### src/design/pdc_pkg.sv
// Package for the playback DSP channel configuration block.
// Assumes one byte-wide register port and a single 50 MHz clock domain.
package pdc_pkg;

    // Register offsets on the control port
    localparam logic [7:0] FILTER_CHAIN_CONFIG_ADDR      = 8'h73;
    localparam logic [7:0] OUTPUT_CHANNEL_ENABLE_ADDR    = 8'h76;
    localparam logic [7:0] LIVE_POWER_SWITCH_CONFIG_ADDR = 8'h77;

    // Reset values
    localparam logic [7:0] FILTER_CHAIN_CONFIG_RST      = 8'h18;
    localparam logic [7:0] OUTPUT_CHANNEL_ENABLE_RST    = 8'hCC;
    localparam logic [7:0] LIVE_POWER_SWITCH_CONFIG_RST = 8'h00;
    localparam logic [7:0] UNMAPPED_READ_VALUE          = 8'h00;

    // Field positions, filter chain config
    localparam int INTERP_MSB     = 7;
    localparam int INTERP_LSB     = 6;
    localparam int HPF_MSB        = 5;
    localparam int HPF_LSB        = 4;
    localparam int BIQUAD_MSB     = 3;
    localparam int BIQUAD_LSB     = 2;
    localparam int SOFT_STEP_BIT  = 1;
    localparam int GANG_BIT       = 0;

    // Field positions, channel enable (bit 3 is channel one)
    localparam int CHAN_EN_MSB    = 3;
    localparam int CHAN_EN_LSB    = 0;

    // Field positions, live power switch config
    localparam int LIVE_ON_BIT    = 5;
    localparam int LIVE_LIMIT_BIT = 4;
    // Writable bits of live power config: 7, 6, 5, 4, 3; bits 2-0 read zero
    localparam logic [7:0] LIVE_WRITE_MASK = 8'hF8;

    // Channel masks, bit 3 is channel one
    localparam logic [3:0] CHAN_ONE_TWO_MASK = 4'hC;
    localparam logic [3:0] CHAN_ALL_MASK     = 4'hF;
    localparam logic [3:0] CHAN_NONE         = 4'h0;

    // Volume codes
    localparam logic [7:0] VOLUME_MUTE_CODE  = 8'h00;
    localparam logic [7:0] VOLUME_ZERO_DB    = 8'hC9;

    typedef enum logic [1:0] {
        PDC_INTERP_LINEAR   = 2'h0,
        PDC_INTERP_LOW_LAT  = 2'h1,
        PDC_INTERP_ULTRA    = 2'h2,
        PDC_INTERP_RESERVED = 2'h3
    } pdc_interp_t;

    typedef enum logic [1:0] {
        PDC_HPF_CUSTOM_IIR  = 2'h0,
        PDC_HPF_CORNER_LOW  = 2'h1,
        PDC_HPF_CORNER_MID  = 2'h2,
        PDC_HPF_CORNER_HIGH = 2'h3
    } pdc_hpf_t;

    // Applied filter settings handed to the datapath
    typedef struct packed {
        pdc_interp_t interpResponseSel;
        pdc_hpf_t    highpassCornerSel;
        logic [1:0]  biquadStageCount;
        logic        softStepOn;
        logic        volumeSharedMode;
    } pdc_dsp_cfg_t;

    localparam pdc_dsp_cfg_t DSP_CFG_RST = '{
        interpResponseSel: PDC_INTERP_LINEAR,
        highpassCornerSel: PDC_HPF_CORNER_LOW,
        biquadStageCount:  2'h2,
        softStepOn:        1'b1,
        volumeSharedMode:  1'b0
    };

    // Four volume codes, index 3 is channel one
    typedef logic [3:0][7:0] pdc_vol_vec_t;

endpackage

### src/design/pdc_channel_config.sv
// Playback DSP channel configuration: three control registers and the
// applied filter, volume and channel power settings derived from them.
// Assumes a byte-wide register port from the control interface decoder,
// a one-cycle sample strobe, and the master power bit kept elsewhere.
`timescale 1ns/1ns

module pdc_channel_config (
    // Clock and reset
    input  wire logic                  clk_sys,
    input  wire logic                  rst_b,
    // Register port
    input  wire logic                  regWrEn,
    input  wire logic                  regRdEn,
    input  wire logic [7:0]            regAddr,
    input  wire logic [7:0]            regWrData,
    output logic      [7:0]            regRdData,
    output logic                       regRdValid,
    // Datapath timing and outside state
    input  wire logic                  sampleStrobe,
    input  wire logic                  playbackMasterPower,
    input  wire logic                  customCoefLoaded,
    input  wire pdc_pkg::pdc_vol_vec_t digitalVolume,
    // Applied filter settings
    output pdc_pkg::pdc_dsp_cfg_t      dspCfg,
    output logic                       customIirOn,
    output logic                       customIirAllPass,
    output logic                       biquadsBypassed,
    // Applied volume per channel, index 3 is channel one
    output pdc_pkg::pdc_vol_vec_t      appliedVolume,
    output logic      [3:0]            chanMuted,
    // Channel power, bit 3 is channel one
    output logic      [3:0]            chanPowered,
    output logic                       powerChangeRefused
);

    // Software-visible registers
    logic [7:0] filterChainConfig_reg;
    logic [7:0] outputChannelEnable_reg;
    logic [7:0] livePowerSwitchConfig_reg;
    logic [7:0] regRdData_reg;
    logic       regRdValid_reg;

    // Write strobes, one per register
    logic       wrFilterChain;
    logic       wrChanEnable;
    logic       wrLivePower;

    // Applied state
    pdc_pkg::pdc_dsp_cfg_t dspCfgNext;
    pdc_pkg::pdc_dsp_cfg_t dspCfgApplied;
    pdc_pkg::pdc_vol_vec_t appliedVolume_reg;
    pdc_pkg::pdc_vol_vec_t appliedVolume_next;
    logic [3:0]            chanPowered_reg;
    logic [3:0]            chanPowered_next;
    logic                  refused_reg;
    logic                  refused_next;
    logic [3:0]            powerTarget;
    logic [3:0]            chanEnables;
    logic                  liveSwitchOn;
    logic                  liveChanLimit;
    logic                  customIirOn_reg;
    logic                  biquadsBypassed_reg;
    logic [3:0]            chanMuted_reg;
    logic [3:0]            chanMuted_next;

    // Address hit test, shared by the write and read paths
    function automatic logic addrHit(input logic [7:0] a, input logic [7:0] offs);
        addrHit = (a == offs);
    endfunction

    // Reserved interpolation code keeps the previous response
    function automatic pdc_pkg::pdc_interp_t interpPick(
        input logic [1:0]          code,
        input pdc_pkg::pdc_interp_t prev
    );
        if (code == pdc_pkg::PDC_INTERP_RESERVED) begin
            interpPick = prev;
        end else begin
            interpPick = pdc_pkg::pdc_interp_t'(code);
        end
    endfunction

    // Zero code on the high-pass select means the custom IIR stage
    function automatic logic hpfIsCustom(input pdc_pkg::pdc_hpf_t sel);
        hpfIsCustom = (sel == pdc_pkg::PDC_HPF_CUSTOM_IIR);
    endfunction

    // A zero count switches every biquad off
    function automatic logic noBiquads(input logic [1:0] count);
        noBiquads = (count == 2'h0);
    endfunction

    // Zero volume code is mute
    function automatic logic isMuteCode(input logic [7:0] code);
        isMuteCode = (code == pdc_pkg::VOLUME_MUTE_CODE);
    endfunction

    // One address decode per register, shared by its write process
    assign wrFilterChain = regWrEn && addrHit(regAddr, pdc_pkg::FILTER_CHAIN_CONFIG_ADDR);
    assign wrChanEnable  = regWrEn && addrHit(regAddr, pdc_pkg::OUTPUT_CHANNEL_ENABLE_ADDR);
    assign wrLivePower   = regWrEn && addrHit(regAddr, pdc_pkg::LIVE_POWER_SWITCH_CONFIG_ADDR);

    // Filter chain register, fully read/write
    always_ff @(posedge clk_sys) begin
        if (!rst_b) begin
            filterChainConfig_reg <= pdc_pkg::FILTER_CHAIN_CONFIG_RST;
        end else if (wrFilterChain) begin
            filterChainConfig_reg <= regWrData;
        end
    end

    // Channel enable register; reserved bits stored as written
    always_ff @(posedge clk_sys) begin
        if (!rst_b) begin
            outputChannelEnable_reg <= pdc_pkg::OUTPUT_CHANNEL_ENABLE_RST;
        end else if (wrChanEnable) begin
            // Upper bits rely on software writing their reset values
            outputChannelEnable_reg <= regWrData;
        end
    end

    // Live power register; low three bits hard zero
    always_ff @(posedge clk_sys) begin
        if (!rst_b) begin
            livePowerSwitchConfig_reg <= pdc_pkg::LIVE_POWER_SWITCH_CONFIG_RST;
        end else if (wrLivePower) begin
            livePowerSwitchConfig_reg <= regWrData & pdc_pkg::LIVE_WRITE_MASK;
        end
    end

    // Registered read data, valid one cycle after the request
    always_ff @(posedge clk_sys) begin
        if (!rst_b) begin
            regRdData_reg  <= pdc_pkg::UNMAPPED_READ_VALUE;
            regRdValid_reg <= 1'b0;
        end else begin
            regRdValid_reg <= regRdEn;
            if (regRdEn) begin
                if (addrHit(regAddr, pdc_pkg::FILTER_CHAIN_CONFIG_ADDR)) begin
                    regRdData_reg <= filterChainConfig_reg;
                end else if (addrHit(regAddr, pdc_pkg::OUTPUT_CHANNEL_ENABLE_ADDR)) begin
                    regRdData_reg <= outputChannelEnable_reg;
                end else if (addrHit(regAddr, pdc_pkg::LIVE_POWER_SWITCH_CONFIG_ADDR)) begin
                    regRdData_reg <= livePowerSwitchConfig_reg;
                end else begin
                    regRdData_reg <= pdc_pkg::UNMAPPED_READ_VALUE;
                end
            end
        end
    end

    assign regRdData  = regRdData_reg;
    assign regRdValid = regRdValid_reg;

    // Decode the filter register into the applied form
    always_comb begin
        dspCfgNext.interpResponseSel = interpPick(
            filterChainConfig_reg[pdc_pkg::INTERP_MSB:pdc_pkg::INTERP_LSB],
            dspCfgApplied.interpResponseSel);
        dspCfgNext.highpassCornerSel = pdc_pkg::pdc_hpf_t'(
            filterChainConfig_reg[pdc_pkg::HPF_MSB:pdc_pkg::HPF_LSB]);
        dspCfgNext.biquadStageCount  =
            filterChainConfig_reg[pdc_pkg::BIQUAD_MSB:pdc_pkg::BIQUAD_LSB];
        dspCfgNext.softStepOn        = ~filterChainConfig_reg[pdc_pkg::SOFT_STEP_BIT];
        dspCfgNext.volumeSharedMode  = filterChainConfig_reg[pdc_pkg::GANG_BIT];
    end

    // Filter settings cross into the datapath only at a sample boundary
    pdc_sample_latch #(
        .WIDTH     ($bits(pdc_pkg::pdc_dsp_cfg_t)),
        .RESET_VAL (pdc_pkg::DSP_CFG_RST)
    ) u_dsp_latch (
        .clk_sys      (clk_sys),
        .rst_b        (rst_b),
        .sampleStrobe (sampleStrobe),
        .dIn          (dspCfgNext),
        .dOut         (dspCfgApplied)
    );

    assign dspCfg = dspCfgApplied;

    // Flags latch with the settings they describe, so a flag never
    // disagrees with the field beside it
    always_ff @(posedge clk_sys) begin
        if (!rst_b) begin
            customIirOn_reg     <= hpfIsCustom(pdc_pkg::DSP_CFG_RST.highpassCornerSel);
            biquadsBypassed_reg <= noBiquads(pdc_pkg::DSP_CFG_RST.biquadStageCount);
        end else if (sampleStrobe) begin
            customIirOn_reg     <= hpfIsCustom(dspCfgNext.highpassCornerSel);
            biquadsBypassed_reg <= noBiquads(dspCfgNext.biquadStageCount);
        end
    end

    // Custom IIR stays all-pass until the coefficient store is loaded
    assign customIirOn      = customIirOn_reg;
    assign customIirAllPass = customIirOn_reg && !customCoefLoaded;
    assign biquadsBypassed  = biquadsBypassed_reg;

    // Volume selection; ganging copies channel one even when it is off
    always_comb begin
        for (int i = 0; i < 4; i++) begin
            if (dspCfgNext.volumeSharedMode) begin
                appliedVolume_next[i] = digitalVolume[3];
            end else begin
                appliedVolume_next[i] = digitalVolume[i];
            end
        end
    end

    // Volume codes move with the sample boundary too
    always_ff @(posedge clk_sys) begin
        if (!rst_b) begin
            appliedVolume_reg <= {4{pdc_pkg::VOLUME_ZERO_DB}};
        end else if (sampleStrobe) begin
            appliedVolume_reg <= appliedVolume_next;
        end
    end

    assign appliedVolume = appliedVolume_reg;

    // Code zero is mute, judged on the codes about to be applied
    always_comb begin
        for (int i = 0; i < 4; i++) begin
            chanMuted_next[i] = isMuteCode(appliedVolume_next[i]);
        end
    end

    // Mute flags move with the volume codes they come from
    always_ff @(posedge clk_sys) begin
        if (!rst_b) begin
            chanMuted_reg <= {4{isMuteCode(pdc_pkg::VOLUME_ZERO_DB)}};
        end else if (sampleStrobe) begin
            chanMuted_reg <= chanMuted_next;
        end
    end

    assign chanMuted = chanMuted_reg;

    // Power target from master bit, enables and the live channel limit
    assign chanEnables   = outputChannelEnable_reg[pdc_pkg::CHAN_EN_MSB:pdc_pkg::CHAN_EN_LSB];
    assign liveSwitchOn  = livePowerSwitchConfig_reg[pdc_pkg::LIVE_ON_BIT];
    assign liveChanLimit = livePowerSwitchConfig_reg[pdc_pkg::LIVE_LIMIT_BIT];

    always_comb begin
        if (!playbackMasterPower) begin
            powerTarget = pdc_pkg::CHAN_NONE;
        end else if (liveSwitchOn && !liveChanLimit) begin
            powerTarget = chanEnables & pdc_pkg::CHAN_ONE_TWO_MASK;
        end else begin
            powerTarget = chanEnables & pdc_pkg::CHAN_ALL_MASK;
        end
    end

    // Without live switching the running set is frozen until all stop
    always_comb begin
        refused_next     = 1'b0;
        chanPowered_next = powerTarget;
        if (!playbackMasterPower) begin
            chanPowered_next = pdc_pkg::CHAN_NONE;
        end else if (!liveSwitchOn && (chanPowered_reg != pdc_pkg::CHAN_NONE)) begin
            chanPowered_next = chanPowered_reg;
            refused_next     = (powerTarget != chanPowered_reg);
        end
    end

    // Power state steps at sample boundaries so a channel never starts mid-sample
    always_ff @(posedge clk_sys) begin
        if (!rst_b) begin
            chanPowered_reg <= pdc_pkg::CHAN_NONE;
            refused_reg     <= 1'b0;
        end else if (sampleStrobe) begin
            chanPowered_reg <= chanPowered_next;
            refused_reg     <= refused_next;
        end
    end

    assign chanPowered        = chanPowered_reg;
    assign powerChangeRefused = refused_reg;

endmodule

### src/design/pdc_sample_latch.sv
// Holding register that takes a new value only at a sample boundary.
// Assumes the strobe is a one-cycle pulse in the clk_sys domain.
`timescale 1ns/1ns

module pdc_sample_latch #(
    parameter int              WIDTH     = 8,
    parameter logic [WIDTH-1:0] RESET_VAL = '0
) (
    // Clock and reset
    input  wire logic             clk_sys,
    input  wire logic             rst_b,
    // Boundary strobe and data
    input  wire logic             sampleStrobe,
    input  wire logic [WIDTH-1:0] dIn,
    output logic      [WIDTH-1:0] dOut
);

    logic [WIDTH-1:0] hold_reg;

    // Whole word moves at once, so the datapath never sees a half update
    always_ff @(posedge clk_sys) begin
        if (!rst_b) begin
            hold_reg <= RESET_VAL;
        end else if (sampleStrobe) begin
            hold_reg <= dIn;
        end
    end

    assign dOut = hold_reg;

endmodule

### config.mk
export PLATFORM = sky130hd
export DESIGN_NAME = pdc_channel_config
export DESIGN_NICKNAME = d
export VERILOG_FILES = /design/src/design/pdc_pkg.sv /design/src/design/pdc_channel_config.sv /design/src/design/pdc_sample_latch.sv
export SDC_FILE = /design/constraint.sdc
export NUM_CORES = 1
export LEC_CHECK = 0
export BUFFER_PORTS_ARGS = -buffer_cell sky130_fd_sc_hd__buf_2
export CAP_MARGIN = 20
export CORE_MARGIN = 2
export CORE_UTILIZATION = 40
export CTS_BUF_LIST = sky130_fd_sc_hd__clkbuf_16
export DETAILED_ROUTE_END_ITERATION = 8
export GPL_TIMING_DRIVEN = 0
export MAX_ROUTING_LAYER = met4
export PLACE_DENSITY = 0.67
export SKIP_CTS_REPAIR_TIMING = 1
export SLEW_MARGIN = 20
export SYNTH_ARGS = -nofsm -noshare
export SYNTH_HDL_FRONTEND = slang
export SYNTH_SLANG_ARGS = --single-unit
### constraint.sdc
create_clock -name clk_sys -period 1.4 [get_ports clk_sys]
set_input_delay 0.07 -clock clk_sys [delete_from_list [all_inputs] [get_ports clk_sys]]
set_output_delay 0.07 -clock clk_sys [all_outputs]
set_load 0.02 [all_outputs]
==> results of run 1 <==
==> per-stage QoR <==
stage               power [mW]  util, %  hold WS, ns  area (µm²)
global placement         3.053    49.31       0.3087        4300
floorplan                2.799        -       0.1941        3605
finish                   5.498    53.08     -0.01934        4629
global route             5.699    53.08     0.001468        4629
detailed placement       3.062    49.31       0.3251        4300
CTS                      5.523    52.87     -0.02105        4611
==> cell usage in the layout, fill, tap and decap left out, types with 2 or more instances in the layout <==
| cell type | count |
|---|---|
| a21boi_0 | 8 |
| a21boi_1 | 2 |
| a21boi_2 | 4 |
| a21oi_1 | 22 |
| a22o_1 | 5 |
| a32oi_1 | 4 |
| and2_1 | 4 |
| buf_2 | 117 |
| buf_4 | 5 |
| buf_6 | 2 |
| bufinv_16 | 2 |
| clkbuf_1 | 14 |
| clkbuf_16 | 9 |
| dfxtp_1 | 75 |
| dfxtp_2 | 6 |
| inv_1 | 3 |
| mux2i_1 | 50 |
| nand2_1 | 57 |
| nand2b_1 | 7 |
| nand3_1 | 12 |
| nor2_1 | 8 |
| nor2b_1 | 22 |
| nor3_1 | 5 |
| nor4_1 | 3 |
| nor4bb_1 | 2 |
| o211ai_1 | 5 |
| o21ai_0 | 32 |
| o221a_2 | 2 |
| or2b_1 | 5 |
| xnor2_1 | 2 |
==> area by class of cell <==
cell class,instances,area (µm²),share of cell area [%]
buffer,27,141.4,3.054
timing repair buffer,112,560.5,12.11
clock inverter,6,85.08,1.838
clock buffer,9,225.2,4.865
tap,108,135.1,2.919
multi-input combinational,280,1849,39.95
sequential,81,1629,35.19
inverter,1,3.754,0.08108
==> power by group through the flow <==
stage / combinational (mW) / sequential [mW] / clock (mW)
5_1_grt: 0.646 / 2.43 / 2.62
3_3_place_gp: 0.582 / 2.47 / 0
6_report: 0.593 / 2.42 / 2.48
2_1_floorplan: 0.239 / 2.56 / 0
3_5_place_dp: 0.590 / 2.47 / 0
4_1_cts: 0.593 / 2.42 / 2.51
==> worst paths after layout <==
check / from / to / slack, ns / cells past startpoint
worst max-delay path: outputChannelEnable_reg[1] / powerChangeRefused / 0.08 / 4
worst min-delay path: regWrData[7] / outputChannelEnable_reg[7] / -0.02 / 3
worst max register to register: outputChannelEnable_reg[1] / powerChangeRefused / 0.08 / 4
worst min register to register: outputChannelEnable_reg[5] / outputChannelEnable_reg[5] / 0.47 / 2
==> cells in the mapped netlist (5+ instances only) <==
cell       n
nor3_1     6
buf_2      7
a21boi_0   9
o21ai_0   33
a22o_1     5
nand2_1   57
clkbuf_1  15
a21oi_1   22
o211ai_1   5
mux2i_1   50
or2b_1     5
nor2_1     8
dfxtp_1   81
nand2b_1   7
nor2b_1   22
nand3_1   12
==> routing by layer <==
layer | track usage (%) | vias to the layer above | wire [µm]
li1 | - | 1624 | -
met1 | 28.70 | 1552 | 4751
met2 | 33.73 | 132 | 4669
met3 | 4.610 | 12 | 750
met4 | 7.798 | 0 | 133
met5 | - | - | 0
==> logic make-up after synthesis <==
logic type	synth area share, %
multiplexers	13.88
XOR/XNOR	0.4860
AO/OA/AOI/OAI	15.97
flip-flops	44.98
AND/OR/NAND/NOR	20.79
buffers and inverters	3.887
==> critical path, delay by kind of cell, from the launching register on <==
kind | cells | cell delay [ns]
flops | 1 | 0.37
compound gates | 3 | 0.54
simple gates | 1 | 0.29
==> results summary, run 1 <==
The flow ran to the end, but the final reports show violations. The checks that failed: negative hold slack. The switching power total came out at between 1 and 1.5 mW. Wires add up to between 10000 and 15000 µm. In this run the count of I/O pins placed on the die edge is around 120. The static power due to leakage is ~2.0 nW. The placer's final routability congestion estimate is between 0.8 and 0.9. For the worst setup path, the data required time is between 1.5 and 2 ns.

The number of vias after detailed routing came out at approximately 3300. The final count of hold timing violations is 4. The pin count of the biggest net entering global routing is 14. The detail route stage leaves a number of antenna-violating nets equal to 0. In this run, synthesis inferred 0 flip-flops with an integrated enable. The tightest min-delay check is of the in -> reg type. After routing, the total negative slack on setup checks comes to 0 ns.

Synthesis inferred a little over 80 register bits. The highest cell delay on the worst timing path came out at approximately 0.37 ns. The cell internal power dissipation is approximately 4.2 mW. The critical-path maximum fanout came out at 6.

The power share of the clock group came out at 45.1%. The share of cells above drive strength 1 came out at between 30% and 40%. In this run the tool buffered the top-level ports with between 100 and 150 buffer cells.

Setup repair after global routing left no endpoint under its margin. During synthesis, Yosys emitted a total of 0 warnings. The worst setup path is captured at a register. Clock tree synthesis selected as its root buffer the cell clkbuf_16.

The distinct cell type count of the synthesized netlist is 45. Across all setup checks in the final design, the least slack found is between 0.07 and 0.08 ns. Global routing consumed, over all layers together, 21.97% of the routing resources. The maximum ir drop on the vdd rail came out at 0.0006386 V. The level count of the clock H-tree came out at 3. The area fraction of the dominant cell type after synthesis is 44.98%.

The final critical-path share of the clock period is 94.64%. The number of clock sinks is about 80. The row count came out at 34.

The most used flip-flop cell after synthesis is dfxtp_1. The data arrival time of the critical path came out at roughly 1.5 ns. The TritonCTS buffer count is 9.

The number of failing setup endpoints in the final timing report came out at 0. The number of filler cells placed in the layout is around 810. The minimum clock period after layout is roughly 1.3 ns.

The clock-pin slew on the worst setup and hold paths is 0.06 ns. Across the run, the number of max-cap violations was 0. The slew at the pin closest to its max-slew limit came out at 0.5274 ns.

The clock latency of the later-clocked register in the worst-skew pair is ~0.33 ns. The switching fraction of total power came out at between 20% and 30%. The mean instance size in the synthesized netlist came out at between 9 and 10 µm². The number of optimization iterations in the first detailed-route pass came out at 4. The count of cells in the finished layout, fillers not included, comes to around 620.

The area growth from synthesis to layout is 28.43%. For this design the ratio of total power to cell area is 1188 nW/µm². Timing analysis after detailed placement gives a worst setup slack of around 0.0026 ns. The average wire per cell in the routed design is between 15 and 20 µm. The number of diodes is 0. The number of cells in the design after placement is between 600 and 700. The sequential area share after synthesis came out at 44.98%. For this block, the initial DRC count from the detailed router was around 140. The net count of the mapped netlist came out at 445. The number of vias per cell is 5.321. Of all cell types, the one taking the most synthesized area is dfxtp_1.

The clock passes through at most 2 buffers. In this run the cell area of the synthesized design comes to between 3000 and 4000 µm². The highest clock frequency the design can meet is 754.8 MHz. The worst-case hold slack is -0.01934 ns. TritonCTS built the clock tree.

The HPWL after detailed placement is 7724 µm. The share of power burned in combinational logic came out at between 10 and 15%. The die is a little under 100 µm tall.

The critical path's slowest cell is dfxtp_1. The wire length of the first global-routing pass is approximately 17000 µm. Traced cell by cell, the critical path runs through or2_2, a311o_1, o2111ai_1, a21boi_1. The share of total power in sequential cells is ~44%. The number of flip-flops under the largest register name came out at 32. In the final design database the tool counted ~570 nets. The total overflow reported by the global router came out at 0. The worst setup path is of the reg -> reg kind.

For this run, asynchronously set or reset flops after synthesis account for 0%. By area the synthesized netlist is led by dfxtp_1, mux2i_1, nand2_1, o21ai_0, nor2b_1. The floorplan die area came out at about 9800 µm². The number of remaining DRC errors came out at 0.

The worst pin sits at a relative slew slack of about 65%. The post-route clock skew is just over 0.006 ns. The initial antenna violation count came out at 0.

The total count of max-transition violations in the final report is 0. Once the floorplan was initialized, standard cells occupied roughly two fifths of the core. The number of global-route vias before repair came out at roughly 3200. Counting every instance in the synthesized netlist gives 390. The placeable core region is a little under 9000 µm². STA classifies the critical path startpoint as a register. The chip width came out at 98.93 µm.
Note: power is estimated with default switching activity, not from simulation.
==> run 2, diff against run 1 <==
Settings changed: PLACE_DENSITY 0.67 to default, PLACE_DENSITY_LB_ADDON from default to 0.08.
==> run 2 against run 1 <==
Effect of this change:
- the run still ends with negative hold slack left
- die area stayed put
- setup slack lost 0.0022 ns
- register-to-register slack barely moved
- via count decreased by 2.2%
- sequential cell count is the same
- first-iteration DRC count decreased by 5.8%
- cell count grew 0.32%
- clock skew is essentially flat
- final area down 0.78%
- critical path type unchanged
==> results summary, run 2 (synthesis results as in run 1) <==
The violation count after the first detailed-route iteration is 129 (was 137). The setup TNS after final layout came out at 0 ns (unchanged). The chip width came out at 98.93 µm (unchanged). The data arrival time of the critical path is 1.54 ns (about the same). The initial antenna violation count came out at 0 (unchanged). The total overflow reported by the global router came to 0 (unchanged). The number of remaining DRC errors came out at 0 (unchanged).

The initial core utilization was 41.33% (unchanged). The static power due to leakage was 2.000 nW (was 2.026 nW). The global router's overall resource usage came out at 21.38% (was 21.97%). The relative slew slack came to 62.66% (was 64.84%). The wire length of the first global-routing pass is 15990 µm (was 16530 µm). The path type of the worst min-delay path is in -> reg (unchanged).

The finished layout cell area came to 4593 µm² (was 4629 µm²). The area growth from synthesis to layout is 27.42% (was 28.43%). The highest clock frequency the design can meet is 753.5 MHz (was 754.8 MHz). The row count is 34 (unchanged).

The highest cell delay on the worst timing path came out at 0.36 ns (was 0.37 ns). The total count of max-transition violations in the final report was 0 (unchanged). The most frequent standard cell in the layout excluding fill and tap cells is buf_2 (unchanged). The final critical-path share of the clock period came out at 94.79% (was 94.64%). The placer's final routability congestion estimate is 0.8804 (was 0.8946). The power per unit of standard cell area was 1131 nW/µm² (was 1188 nW/µm²).

The number of port buffers came to 112 (unchanged). The final count of hold timing violations came out at 2 (was 4). The number of vias per cell is 5.188 (was 5.321). The clock latency of the later-clocked register in the worst-skew pair is 0.34 ns (was 0.33 ns). The count of buffer and inverter cells on the critical path is 0 (unchanged). The critical path's slowest cell is dfxtp_1 (unchanged). The max capacitance violation total came to 0 (unchanged). The number of top-level pins was 116 (unchanged). The post-route non-filler standard cell count came out at 626 (was 624). Violated checks: negative hold slack (unchanged). The HPWL after detailed placement came to 7583 µm (was 7724 µm). The root cell of the clock tree is clkbuf_16 (unchanged). The clock-pin slew on the worst setup and hold paths was 0.06 ns (about the same). The TritonCTS buffer count came to 9 (unchanged).

The kind of end point of the critical path is a register (unchanged). The number of diodes came out at 0 (unchanged). The number of clock sinks came to 81 (unchanged). The minimum clock period after layout is 1.327 ns (was 1.325 ns). The gate family responsible for the most delay along the worst path is compound AO/OA/AOI/OAI gates (unchanged). The share of cells above drive strength 1 came out at 29.92% (was 30.23%).

The required time of the worst setup path came out at 1.62 ns (was 1.61 ns). The floorplan die area is 9787 µm² (unchanged). The TritonCTS clock tree is yes (unchanged).

The net count of the finished layout came out at 568 (was 567). The level count of the clock H-tree came out at 3 (unchanged). The critical path start-end classification was reg -> reg (unchanged).

The slew at the pin closest to its max-slew limit is 0.5601 ns (was 0.5274 ns). The pin count of the biggest net entering global routing came out at 15 (was 14). The average wire per cell in the routed design is 16.27 µm (was 16.51 µm). The height of the die came out at 98.93 µm (unchanged).

The number of optimization iterations in the first detailed-route pass came to 4 (unchanged). The largest buffer count on any clock path was 2 (unchanged). The end-of-flow core utilization came out at 52.67% (was 53.08%). The kind of launch point of the worst setup path is a register (unchanged). The post-route clock skew is 0.006399 ns (was 0.006098 ns). The number of global-route vias before repair came out at 2993 (was 3209). The number of failing setup endpoints in the final timing report came out at 0 (unchanged). The number of cells in the design after placement came out at 610 (unchanged). Result of the run: finished with violations (unchanged).

The maximum ir drop on the vdd rail is 0.0006361 V (was 0.0006386 V). The number of vias after detailed routing is 3248 (was 3320). The instance area at placement was 4300 µm² (unchanged). The routed wire length was 10190 µm (was 10310 µm). The placeable core region came out at 8721 µm² (unchanged). Setup repair after global routing missed its margin: no (unchanged). Most used cells in the layout excluding fill and tap cells: buf_2, dfxtp_1, nand2_1, mux2i_1, o21ai_0 (unchanged). The number of flip-flops under the largest register name came out at 32 (unchanged). The critical-path maximum fanout is 6 (unchanged).

Chain of cells forming the critical path: or2_2, a311o_1, o2111ai_1, a21boi_1 (unchanged). The number of nets with antenna violations after detailed routing was 0 (unchanged). The worst-case hold slack came out at -0.01567 ns (was -0.01934 ns).
## run 2: worst paths after layout
check                        startpoint                    endpoint  slack (ns)  cells past startpoint
max reg2reg  outputChannelEnable_reg[0]          powerChangeRefused        0.07                      4
min reg2reg  outputChannelEnable_reg[5]  outputChannelEnable_reg[5]        0.46                      2
min                        regWrData[6]  outputChannelEnable_reg[6]       -0.02                      3
max          outputChannelEnable_reg[0]          powerChangeRefused        0.07                      4
## run 2: where the power goes
group          switching, mW  internal [mW]  total (mW)
clock                  0.979           1.20        2.18
combinational          0.364          0.231       0.595
sequential            0.0406           2.38        2.42
total                   1.38           3.81        5.19
## run 2: per-stage QoR
| step | setup slack, ns | power [mW] | hold WS [ns] |
|---|---|---|---|
| 2_1_floorplan | 0.08111 | 2.799 | 0.1941 |
| 3_3_place_gp | 0.02966 | 3.058 | 0.3150 |
| 3_5_place_dp | 0.03059 | 3.062 | 0.3257 |
| 4_1_cts | -0.003613 | 5.217 | -0.02262 |
| 5_1_grt | 0.01206 | 5.406 | 0.002079 |
| 6_report | 0.07292 | 5.194 | -0.01567 |
## run 2: tightest hold or removal path, stage by stage
cell and delay (ns):
buf_2 0.10, nand2_1 0.05, nand3_1 0.07
## run 2: area by class of cell
class                   count  area (µm²)
multi-input cells         280        1844
well taps                 108       135.1
clock inverters             7       46.29
plain buffers              27       141.4
clock buffers               9       225.2
flip-flops and latches     81        1627
inverters                   1       3.754
repair buffers            113       570.5
fillers                   835        4128
## run 2: metal layers
metal	track usage [%]	routed length, µm	up-vias	part of all wire (%)
li1	-	-	1622	-
met1	28.57	4815	1497	47
met2	32.95	4627	112	45
met3	4.043	599	17	5.9
met4	6.428	144	0	1.4
met5	-	0	-	0
